File: config.mk
export PLATFORM = sky130hd
export DESIGN_NAME = acm_mode_format
export DESIGN_NICKNAME = d
export VERILOG_FILES = /design/src/core/acm_pkg.sv /design/src/core/acm_glitch_filter.sv /design/src/core/acm_mode_format.sv
export SDC_FILE = /design/constraint.sdc
export NUM_CORES = 1
export LEC_CHECK = 0
export BUFFER_PORTS_ARGS = -buffer_cell sky130_fd_sc_hd__clkbuf_2
export CAP_MARGIN = 20
export CORE_MARGIN = 1.5
export CORE_UTILIZATION = 40
export CTS_BUF_LIST = sky130_fd_sc_hd__clkbuf_16
export CTS_CLUSTER_SIZE = 14
export DETAILED_ROUTE_END_ITERATION = 6
export PLACE_DENSITY = 0.68
export SKIP_LAST_GASP = 1
export SYNTH_ARGS = -nofsm -noshare
export SYNTH_HDL_FRONTEND = slang
export SYNTH_SLANG_ARGS = --single-unit
File: constraint.sdc
create_clock -name CLK -period 2.95 [get_ports CLK]
set_input_delay 0 -clock CLK [delete_from_list [all_inputs] [get_ports CLK]]
set_output_delay 0 -clock CLK [all_outputs]
set_load 0.02 [all_outputs]
File: src/core/acm_pkg.sv
// package: constants, types and mode codes for the accelerometer mode/format block
// assumes one 125 MHz clock and an outside register file that holds the control bits
package acm_pkg;

  localparam int CLK_MHZ = 125;
  localparam int GLITCH_NS = 50;
  localparam int GLITCH_CYC = (GLITCH_NS * CLK_MHZ + 999) / 1000;
  localparam int WAKE_DIV_CYC = 1000;
  localparam int SLEEP_DIV_CYC = 4000;

  localparam logic [7:0] ADDR_X_HI = 8'h00;
  localparam logic [7:0] ADDR_X_LO = 8'h01;
  localparam logic [7:0] ADDR_Y_HI = 8'h02;
  localparam logic [7:0] ADDR_Y_LO = 8'h03;
  localparam logic [7:0] ADDR_Z_HI = 8'h04;
  localparam logic [7:0] ADDR_Z_LO = 8'h05;

  localparam int AXIS_W = 12;
  localparam int RAW_W = 14;
  localparam logic signed [AXIS_W-1:0] AXIS_MAX = 12'sh7FF;
  localparam logic signed [AXIS_W-1:0] AXIS_MIN = -12'sh800;
  localparam logic [AXIS_W-1:0] AXIS_RST = 12'h000;
  localparam logic signed [RAW_W-1:0] STIM_X = 14'sh00B4;
  localparam logic signed [RAW_W-1:0] STIM_Y = 14'sh00B4;
  localparam logic signed [RAW_W-1:0] STIM_Z = 14'sh0168;

  typedef enum logic [1:0] {
    ACM_OFF = 2'b00,
    ACM_STANDBY = 2'b01,
    ACM_ACTIVE = 2'b10
  } acm_mode_t;

  typedef enum logic [1:0] {
    ACM_RANGE_2G = 2'b00,
    ACM_RANGE_4G = 2'b01,
    ACM_RANGE_8G = 2'b10
  } acm_range_t;

  typedef struct packed {
    logic signed [RAW_W-1:0] x;
    logic signed [RAW_W-1:0] y;
    logic signed [RAW_W-1:0] z;
  } acm_raw_t;

  typedef struct packed {
    logic [7:0] x_hi;
    logic [7:0] x_lo;
    logic [7:0] y_hi;
    logic [7:0] y_lo;
    logic [7:0] z_hi;
    logic [7:0] z_lo;
  } acm_out_t;

  typedef struct packed {
    logic digital_en;
    logic analog_en;
    logic bus_en;
    logic sleeping;
  } acm_pwr_t;

endpackage

File: src/core/acm_glitch_filter.sv
// glitch filter for one bus line: three-flop sync then a stability count
// assumes the pin is asynchronous to CLK
`timescale 1ns/100ps
module acm_glitch_filter
  import acm_pkg::*;
(
  input wire logic CLK,
  input wire logic RSTN,
  input wire logic PIN,
  output logic FILT
);

  logic s1_q, s2_q, s3_q;
  logic [3:0] cnt_q;

  always_ff @(posedge CLK or negedge RSTN) begin
    if (!RSTN) begin
      s1_q <= 1'b1;
      s2_q <= 1'b1;
      s3_q <= 1'b1;
    end else begin
      s1_q <= PIN;
      s2_q <= s1_q;
      s3_q <= s2_q;
    end
  end

  // a level must hold longer than the spike width before it passes
  always_ff @(posedge CLK or negedge RSTN) begin
    if (!RSTN) begin
      cnt_q <= 4'h0;
      FILT <= 1'b1;
    end else if (s2_q != s3_q || s3_q == FILT) begin
      cnt_q <= 4'h0;
    end else if (cnt_q == 4'(GLITCH_CYC - 1)) begin
      cnt_q <= 4'h0;
      FILT <= s3_q;
    end else begin
      cnt_q <= cnt_q + 4'h1;
    end
  end

endmodule

File: src/core/acm_mode_format.sv
// mode sequencer and sample formatter for a three-axis accelerometer
// assumes the register file and bus slave sit outside and feed same-clock control bits
`timescale 1ns/100ps
module acm_mode_format
  import acm_pkg::*;
(
  input wire logic CLK,
  input wire logic RSTN,
  input wire logic POWER_GOOD,
  input wire logic SCL_PIN,
  input wire logic SDA_PIN,
  input wire logic ACTIVE_BIT,
  input wire logic CFG_WR_DONE,
  input wire logic [1:0] RANGE_SEL,
  input wire logic SELF_TEST_EN,
  input wire logic SLEEP_REQ,
  input wire acm_raw_t RAW_ACCEL,
  output logic SCL_FILT,
  output logic SDA_FILT,
  output acm_mode_t MODE,
  output acm_pwr_t PWR,
  output logic SAMPLE_TICK,
  output logic CLEAR_MARKED,
  output acm_out_t OUT_REGS,
  output logic DATA_READY
);

  logic pg1_q, pg2_q, pg3_q, pg_q;
  logic scl_f, sda_f;
  logic [11:0] div_q;
  logic [11:0] div_end;
  acm_raw_t raw_st;
  logic [AXIS_W-1:0] x_s, y_s, z_s;

  // scale a raw value held at 1024 counts/g to the selected range, then clamp
  function automatic logic [AXIS_W-1:0] scale_axis(input logic signed [RAW_W-1:0] v,
                                                   input logic [1:0] rng);
    logic signed [RAW_W-1:0] s;
    s = v;
    case (rng)
      ACM_RANGE_4G: s = v >>> 1;
      ACM_RANGE_8G: s = v >>> 2;
      default: s = v;
    endcase
    if (s > RAW_W'(AXIS_MAX)) begin
      scale_axis = AXIS_MAX;
    end else if (s < RAW_W'(AXIS_MIN)) begin
      scale_axis = AXIS_MIN;
    end else begin
      scale_axis = s[AXIS_W-1:0];
    end
  endfunction

  // supply-good level from the pin: three flops, change taken when 2 and 3 agree
  always_ff @(posedge CLK or negedge RSTN) begin
    if (!RSTN) begin
      pg1_q <= 1'b0;
      pg2_q <= 1'b0;
      pg3_q <= 1'b0;
      pg_q <= 1'b0;
    end else begin
      pg1_q <= POWER_GOOD;
      pg2_q <= pg1_q;
      pg3_q <= pg2_q;
      if (pg2_q == pg3_q) begin
        pg_q <= pg3_q;
      end
    end
  end

  // both lines share one filter design
  acm_glitch_filter u_scl_filt (
    .CLK(CLK),
    .RSTN(RSTN),
    .PIN(SCL_PIN),
    .FILT(scl_f)
  );

  acm_glitch_filter u_sda_filt (
    .CLK(CLK),
    .RSTN(RSTN),
    .PIN(SDA_PIN),
    .FILT(sda_f)
  );

  // filtered lines reach the bus logic only while it is powered
  always_ff @(posedge CLK or negedge RSTN) begin
    if (!RSTN) begin
      SCL_FILT <= 1'b1;
      SDA_FILT <= 1'b1;
    end else if (MODE == ACM_OFF) begin
      SCL_FILT <= 1'b1;
      SDA_FILT <= 1'b1;
    end else begin
      SCL_FILT <= scl_f;
      SDA_FILT <= sda_f;
    end
  end

  // mode changes between standby and active only when a register write has completed
  always_ff @(posedge CLK or negedge RSTN) begin
    if (!RSTN) begin
      MODE <= ACM_OFF;
    end else if (!pg_q) begin
      MODE <= ACM_OFF;
    end else begin
      case (MODE)
        ACM_OFF: MODE <= ACM_STANDBY;
        ACM_STANDBY: begin
          if (CFG_WR_DONE && ACTIVE_BIT) begin
            MODE <= ACM_ACTIVE;
          end
        end
        ACM_ACTIVE: begin
          if (CFG_WR_DONE && !ACTIVE_BIT) begin
            MODE <= ACM_STANDBY;
          end
        end
        default: MODE <= ACM_OFF;
      endcase
    end
  end

  // clear pulse for marked registers on entry to active only
  always_ff @(posedge CLK or negedge RSTN) begin
    if (!RSTN) begin
      CLEAR_MARKED <= 1'b0;
    end else begin
      CLEAR_MARKED <= pg_q && MODE == ACM_STANDBY && CFG_WR_DONE && ACTIVE_BIT;
    end
  end

  // power enables per mode; sleep is a flavour of active, not a mode of its own
  always_ff @(posedge CLK or negedge RSTN) begin
    if (!RSTN) begin
      PWR <= '0;
    end else begin
      case (MODE)
        ACM_STANDBY: PWR <= '{digital_en: 1'b1, analog_en: 1'b0, bus_en: 1'b1, sleeping: 1'b0};
        ACM_ACTIVE: PWR <= '{digital_en: 1'b1, analog_en: 1'b1, bus_en: 1'b1, sleeping: SLEEP_REQ};
        default: PWR <= '0;
      endcase
    end
  end

  // sample clock divider runs in active only; sleep stretches the period
  assign div_end = (MODE == ACM_ACTIVE && SLEEP_REQ) ? 12'(SLEEP_DIV_CYC - 1) : 12'(WAKE_DIV_CYC - 1);

  always_ff @(posedge CLK or negedge RSTN) begin
    if (!RSTN) begin
      div_q <= 12'h000;
      SAMPLE_TICK <= 1'b0;
    end else if (MODE != ACM_ACTIVE) begin
      div_q <= 12'h000;
      SAMPLE_TICK <= 1'b0;
    end else if (div_q >= div_end) begin
      div_q <= 12'h000;
      SAMPLE_TICK <= 1'b1;
    end else begin
      div_q <= div_q + 12'h001;
      SAMPLE_TICK <= 1'b0;
    end
  end

  // self-test stimulus is added before the range scaling
  always_comb begin
    raw_st = RAW_ACCEL;
    if (SELF_TEST_EN) begin
      raw_st.x = RAW_ACCEL.x + STIM_X;
      raw_st.y = RAW_ACCEL.y + STIM_Y;
      raw_st.z = RAW_ACCEL.z + STIM_Z;
    end
  end

  assign x_s = scale_axis(raw_st.x, RANGE_SEL);
  assign y_s = scale_axis(raw_st.y, RANGE_SEL);
  assign z_s = scale_axis(raw_st.z, RANGE_SEL);

  // output bytes are kept through standby and lost only when powered off
  always_ff @(posedge CLK or negedge RSTN) begin
    if (!RSTN) begin
      OUT_REGS <= '0;
      DATA_READY <= 1'b0;
    end else if (MODE == ACM_OFF) begin
      OUT_REGS <= '0;
      DATA_READY <= 1'b0;
    end else if (SAMPLE_TICK && MODE == ACM_ACTIVE) begin
      OUT_REGS <= '{x_hi: x_s[11:4], x_lo: {x_s[3:0], 4'h0},
                    y_hi: y_s[11:4], y_lo: {y_s[3:0], 4'h0},
                    z_hi: z_s[11:4], z_lo: {z_s[3:0], 4'h0}};
      DATA_READY <= 1'b1;
    end else begin
      DATA_READY <= 1'b0;
    end
  end

endmodule

# After elaboration in Yosys (flattened, before gate mapping)
# Index checks and enable logic that the tools add are counted.
[totals]
wordCells = 105
register_bits = 91
input_bits = 53
[op_classes]
order_cmp = 7
n_reduce_logical = 15
bitwise = 2
n_eq_ne = 14
n_addsub = 6
mux = 30
[ops]
columns = ["op", "n"]
rows = [
  ["$mux W12", 9],
  ["$mux W48", 2],
  ["$pmux W13 S2", 3],
  ["$gt A14 B12 Y1 const B", 3],
  ["$lt A14 B12 Y1 const B", 3],
  ["$mux W42", 1],
  ["$add A14 B9 Y14 const B", 2],
  ["$mux W4", 4],
  ["$add A14 B10 Y14 const B", 1],
  ["$add A12 B1 Y12 const B", 1],
  ["$ge A12 B12 Y1", 1],
  ["$add A4 B1 Y4 const B", 2],
  ["$eq A4 B3 Y1 const B", 2],
  ["$pmux W4 S2", 1],
  ["$logic_and A1 B1 Y1", 7],
  ["$mux W1", 6],
  ["$mux W2", 3],
  ["$ne A3 B3 Y1 const B", 2],
  ["$pmux W2 S3", 1],
  ["$reduce_and A2 Y1", 3],
  ["$eq A2 B1 Y1 const B", 2],
  ["$eq A2 B2 Y1 const B", 2],
  ["$eq A1 B1 Y1", 3],
  ["$logic_not A2 Y1", 1],
  ["6 further kinds", 9],
]

# Logic depth before layout (Yosys ltp)
[logic_depth]
word_depth = 8
mapped_depth = 12

# Modules after synthesis
# From an unflattened synthesis, not the netlist that was laid out.
[unflattened]
hier_cells = 525
area_unflattened_um2 = 4987.3
[modules_own_cells]
columns = ["mod", "n_inst", "area_per_inst_um2", "cells_each"]
rows = [
  ["acm_mode_format", 1, 4329.2, 473],
  ["acm_glitch_filter", 2, 329.1, 26],
]

# Worst setup path after synthesis
# Ideal clock, no wire load.
[synth_timing]
kind = "register to register"
start = "register MODE[0]"
end = "register div_q[3]"
stages_incl_launch_ff = 13
arrival_ns = 2.657
path_buffers = 2
required_ns = 2.878
slack_ns = 0.220
synth_period_minus_slack_ns = 2.730
path_cell_list = "dfrtp_1 inv_1 ha_1 buf_4 nand2_1 ha_1 a31o_1 a21o_1 a211o_1 a211oi_1 o21ai_1 clkbuf_1 nor2_1"
[synth_between]
elab_chain_cells = 6
[synth_rtl]
columns = ["element", "line", "rtl"]
rows = [
  ["start, declared", "acm_mode_format.sv:20", "output acm_mode_t MODE,"],
  ["start signal, assigned", "acm_mode_format.sv:103", "MODE <= ACM_OFF;"],
  ["start signal, assigned", "acm_mode_format.sv:105", "MODE <= ACM_OFF;"],
  ["start signal, assigned", "acm_mode_format.sv:108", "ACM_OFF: MODE <= ACM_STANDBY;"],
  ["$eq A2 B2 Y1", "acm_mode_format.sv:147", "assign div_end = (MODE == ACM_ACTIVE && SLEEP_REQ) ? 12'(SLEEP_DIV_CYC - 1) : 12'(WAKE_DIV_CYC - 1);"],
  ["$logic_and A1 B1 Y1", "acm_mode_format.sv:147", ""],
  ["$mux W12", "acm_mode_format.sv:147", ""],
  ["$ge A12 B12 Y1", "acm_mode_format.sv:156", "end else if (div_q >= div_end) begin"],
  ["$mux W12", "acm_mode_format.sv:156", ""],
  ["$mux W12 *", "acm_mode_format.sv:153", "end else if (MODE != ACM_ACTIVE) begin"],
  ["end signal, assigned", "acm_mode_format.sv:160", "div_q <= div_q + 12'h001;"],
  ["end, declared", "acm_mode_format.sv:30", "logic [11:0] div_q;"],
]
# Every way passes the cells marked *; elsewhere a longest branch is shown, timed or not.
# A chain may end at the register's enable or synchronous reset.

# Worst setup path after layout
[layout_timing]
start = "register MODE[0]"
end = "register div_q[8]"
# Same word-level chain as after synthesis.

==> impl_metrics.yaml <==
grt:
  busiest_layer: "met2"
  antenna_found_initial: 0
  met2_usage_pct: 30.4
  overflow: 0
  met1_usage_pct: 27.1
  met3_usage_pct: 2.69
  grt_max_degree: 79
  grt_usage_pct: 19.2
  grt_pass1_wl_microns: 20400
  first_global_vias: 4207
run_status:
  status: "finished clean"
cells_and_area:
  drive_gt1_share_pct: 23.7
  final_cells: 805
  syn_to_final_growth_pct: 18.5
  nNetsFinal: 705
  num_antenna_cells: 0
place:
  hpwlAfterDp_microns: 9360
  dp.cells: 784
  gp_congestion: 0.836
  numPortBuffers: 99
setup_path:
  path_max_fanout: 12
  cp.required_ns: 3.21
  arrival_ns: 2.86
  crit_chain: "inv_1 -> ha_1 -> nand2_1 -> ha_1 -> a31o_1 -> a21o_1 -> a211o_1 -> a211oi_2 -> o21ai_2 -> nor2_1"
  cp_top_family: "compound AO/OA/AOI/OAI gates"
  r2r_cells: 10
  reg2reg_slack_ns: 0.34
  r2r-end: "div_q[8]"
  criticalPathCategory: "flip-flop to flip-flop"
  cpMostUsedCell: "ha_1"
  start_kind: "flip-flop"
  cp-end-kind: "flip-flop"
  critPathSlowestCell: "dfrtp_1"
  crit_path_max_incr_delay_ns: 0.42
  crit_buf_inv: 1
  reg2reg_from: "MODE[0]"
worst_hold_path:
  hold_end: "CLEAR_MARKED"
  hp-class: "primary input to flip-flop"
  hold_path_startpoint: "ACTIVE_BIT"
  min_path_cells: 2
synth:
  synth_top_area_cell: "dfrtp_1"
  synth_area_leaders: "dfrtp_1, a221o_1, nor2_1"
  yosysUniqueCellTypes: 70
  async_reset_ff_share_pct: 100
  avgSynthCellArea_sq_um: 9.32
  synth_common_cells: "nor2_1, dfrtp_1, nand2_1, a221o_1, o21ai_0"
  syn-instance-count: 540
  synth-seq-area-share_pct: 39.0
  synth_area_sq_mm: 0.00503
  yosys_register_bits: 78
  synth.most_common_cell: "nor2_1"
  ys_warn_count: 0
  synth_top_cell_area_share_pct: 33.8
  synth_flop_cell: "dfrtp_1"
  synth-edff-count: 0
routing:
  wl_microns: 12300
  ant_nets: 0
  drc: 0
  routedWlPerCell_microns: 15.3
  viasPerCell: 5.37
  first_iter_violations: 298
  detail_route.first_pass.iterations: 4
  routed-via-count: 4325
clock_network:
  postCtsSetupBuffers: 0
  cts_tree: "yes"
  clock_sink_count: 78
  clockBufferDepth: 2
  root_buffer: "clkbuf_16"
  clk_pin_slew_worst_paths_ns: 0.06
  htree_levels: 3
  cts_made_buffers: 9
  insertion_delay_ns: 0.33
timing:
  rsz0062_at_grt: "false"
  relSlewSlack_pct: 36.4
  worst_slew_pin_slew_ns: 0.954
  hold_viol: 0
  fmax_mhz: 383
  tns_ns: 0
  slew_viol_final: 0
  finalSetupViolCount: 0
  period_needed_ns: 2.61
  final.period_utilization_pct: 88.5
  skew_ns: 0.00635
floorplan:
  die_w_microns: 115
  die_area_sq_mm: 0.0133
  initial_core_util_pct: 41.4
  die_y_microns: 115
  top_level_ports: 112
  coreArea_sq_mm: 0.0122
  num_rows: 40
pwr:
  leakagePower_nw: 2.74
  p_per_area_mw_per_mm2: 474
  peakVddDrop_mv: 0.265
flow_run:
  drv_cap: 0
[metal layers]
metal | wire, microns | share of wire [%]
met5 | 0 | 0
met3 | 479 | 3.9
met2 | 5630 | 46
met4 | 169 | 1.4
met1 | 6020 | 49
[power by group]
group | switching, mW | internal, mW | total, mW
Combinational | 0.381 | 0.196 | 0.577
Clock | 0.405 | 0.729 | 1.13
Sequential | 0.0183 | 1.10 | 1.12
[layout by cell type, fill, tap and decap left out, types with 6 or more instances in the layout]
master and count:
clkbuf_2 98, nor2_1 76, dfrtp_1 68, nand2_1 48, a221o_1 30, o21ai_0 28, xnor2_1 27, inv_1 22
ha_1 20, xor2_1 17, a221oi_1 16, conb_1 12, o311ai_1 11, buf_4 11, dfstp_2 10, clkbuf_16 9
nand3_1 8, nand3b_1 7, a21oi_1 7, a22oi_1 6
[cells by family (layout without fill, tap and decap cells)]
| family | count (synthesis) | in the layout | synth area share (%) |
|---|---|---|---|
| simple gates | 176 | 176 | 16.4 |
| compound gates | 150 | 150 | 23.8 |
| flops | 78 | 78 | 39.0 |
| buf+inv | 66 | 152 | 6.96 |
| xor+xnor | 44 | 44 | 7.66 |
| fa+ha+maj | 21 | 21 | 5.17 |
| mux | 4 | 4 | 0.870 |
| other cells | 1 | 12 | 0.0745 |
[repair_timing]
action,in CTS,in global routing
hold buffers,5,0
setup endpoints to repair,0,12
endpoints found under the hold margin,72,0
gates resized for setup,0,2
[registers in the layout, indices dropped and copies added, names as in the netlist, 2 cells and up]
name and cells:
MODE 2, OUT_REGS 36, u_scl_filt.cnt_q 4, PWR 3, u_sda_filt.cnt_q 4, div_q 12
[worst max-delay path by stage]
stage / start / to / depth (start not counted)
after floorplan: MODE[0] / div_q[3] / 12
after global placement: MODE[0] / div_q[11] / 10
after detailed placement: MODE[0] / div_q[4] / 10
after CTS: MODE[0] / div_q[4] / 10
after global routing: MODE[0] / div_q[11] / 10
final: MODE[0] / div_q[8] / 10
[layout make-up]
type	count	area, sq um
Inverter	21	78.8
Clock buffer	9	225
Sequential cell	78	1960
Timing Repair Buffer	115	628
Multi-Input combinational cell	407	2770
Tap cell	168	210
Clock inverter	7	83.8
Fill cell	1149	6200
[metrics by stage]
| step | instance area (sq um) | power (mW) | hold slack (ns) | worst slack (ns) | utilization, % |
|---|---|---|---|---|---|
| global placement | 5590 | 1.68 | 0.0913 | 0.338 | 46.0 |
| global route | 5960 | 2.97 | 0.0272 | 0.110 | 49.0 |
| detailed placement | 5600 | 1.70 | 0.0918 | 0.194 | 46.0 |
| CTS | 5950 | 2.85 | 0.00655 | 0.118 | 49.0 |
| floorplan | 5070 | 1.53 | -0.296 | 0.220 | - |
| finish | 5960 | 2.83 | 0.0190 | 0.340 | 49.0 |
[worst reg2reg max path, delay by kind of cell (launching register included)]
kind            cells  cell delay [ns]
compound gates      5             1.20
fa+ha+maj           2             0.49
flops               1             0.42
simple gates        2             0.30
buf+inv             1             0.12
Power figures use the tool's default switching activity.
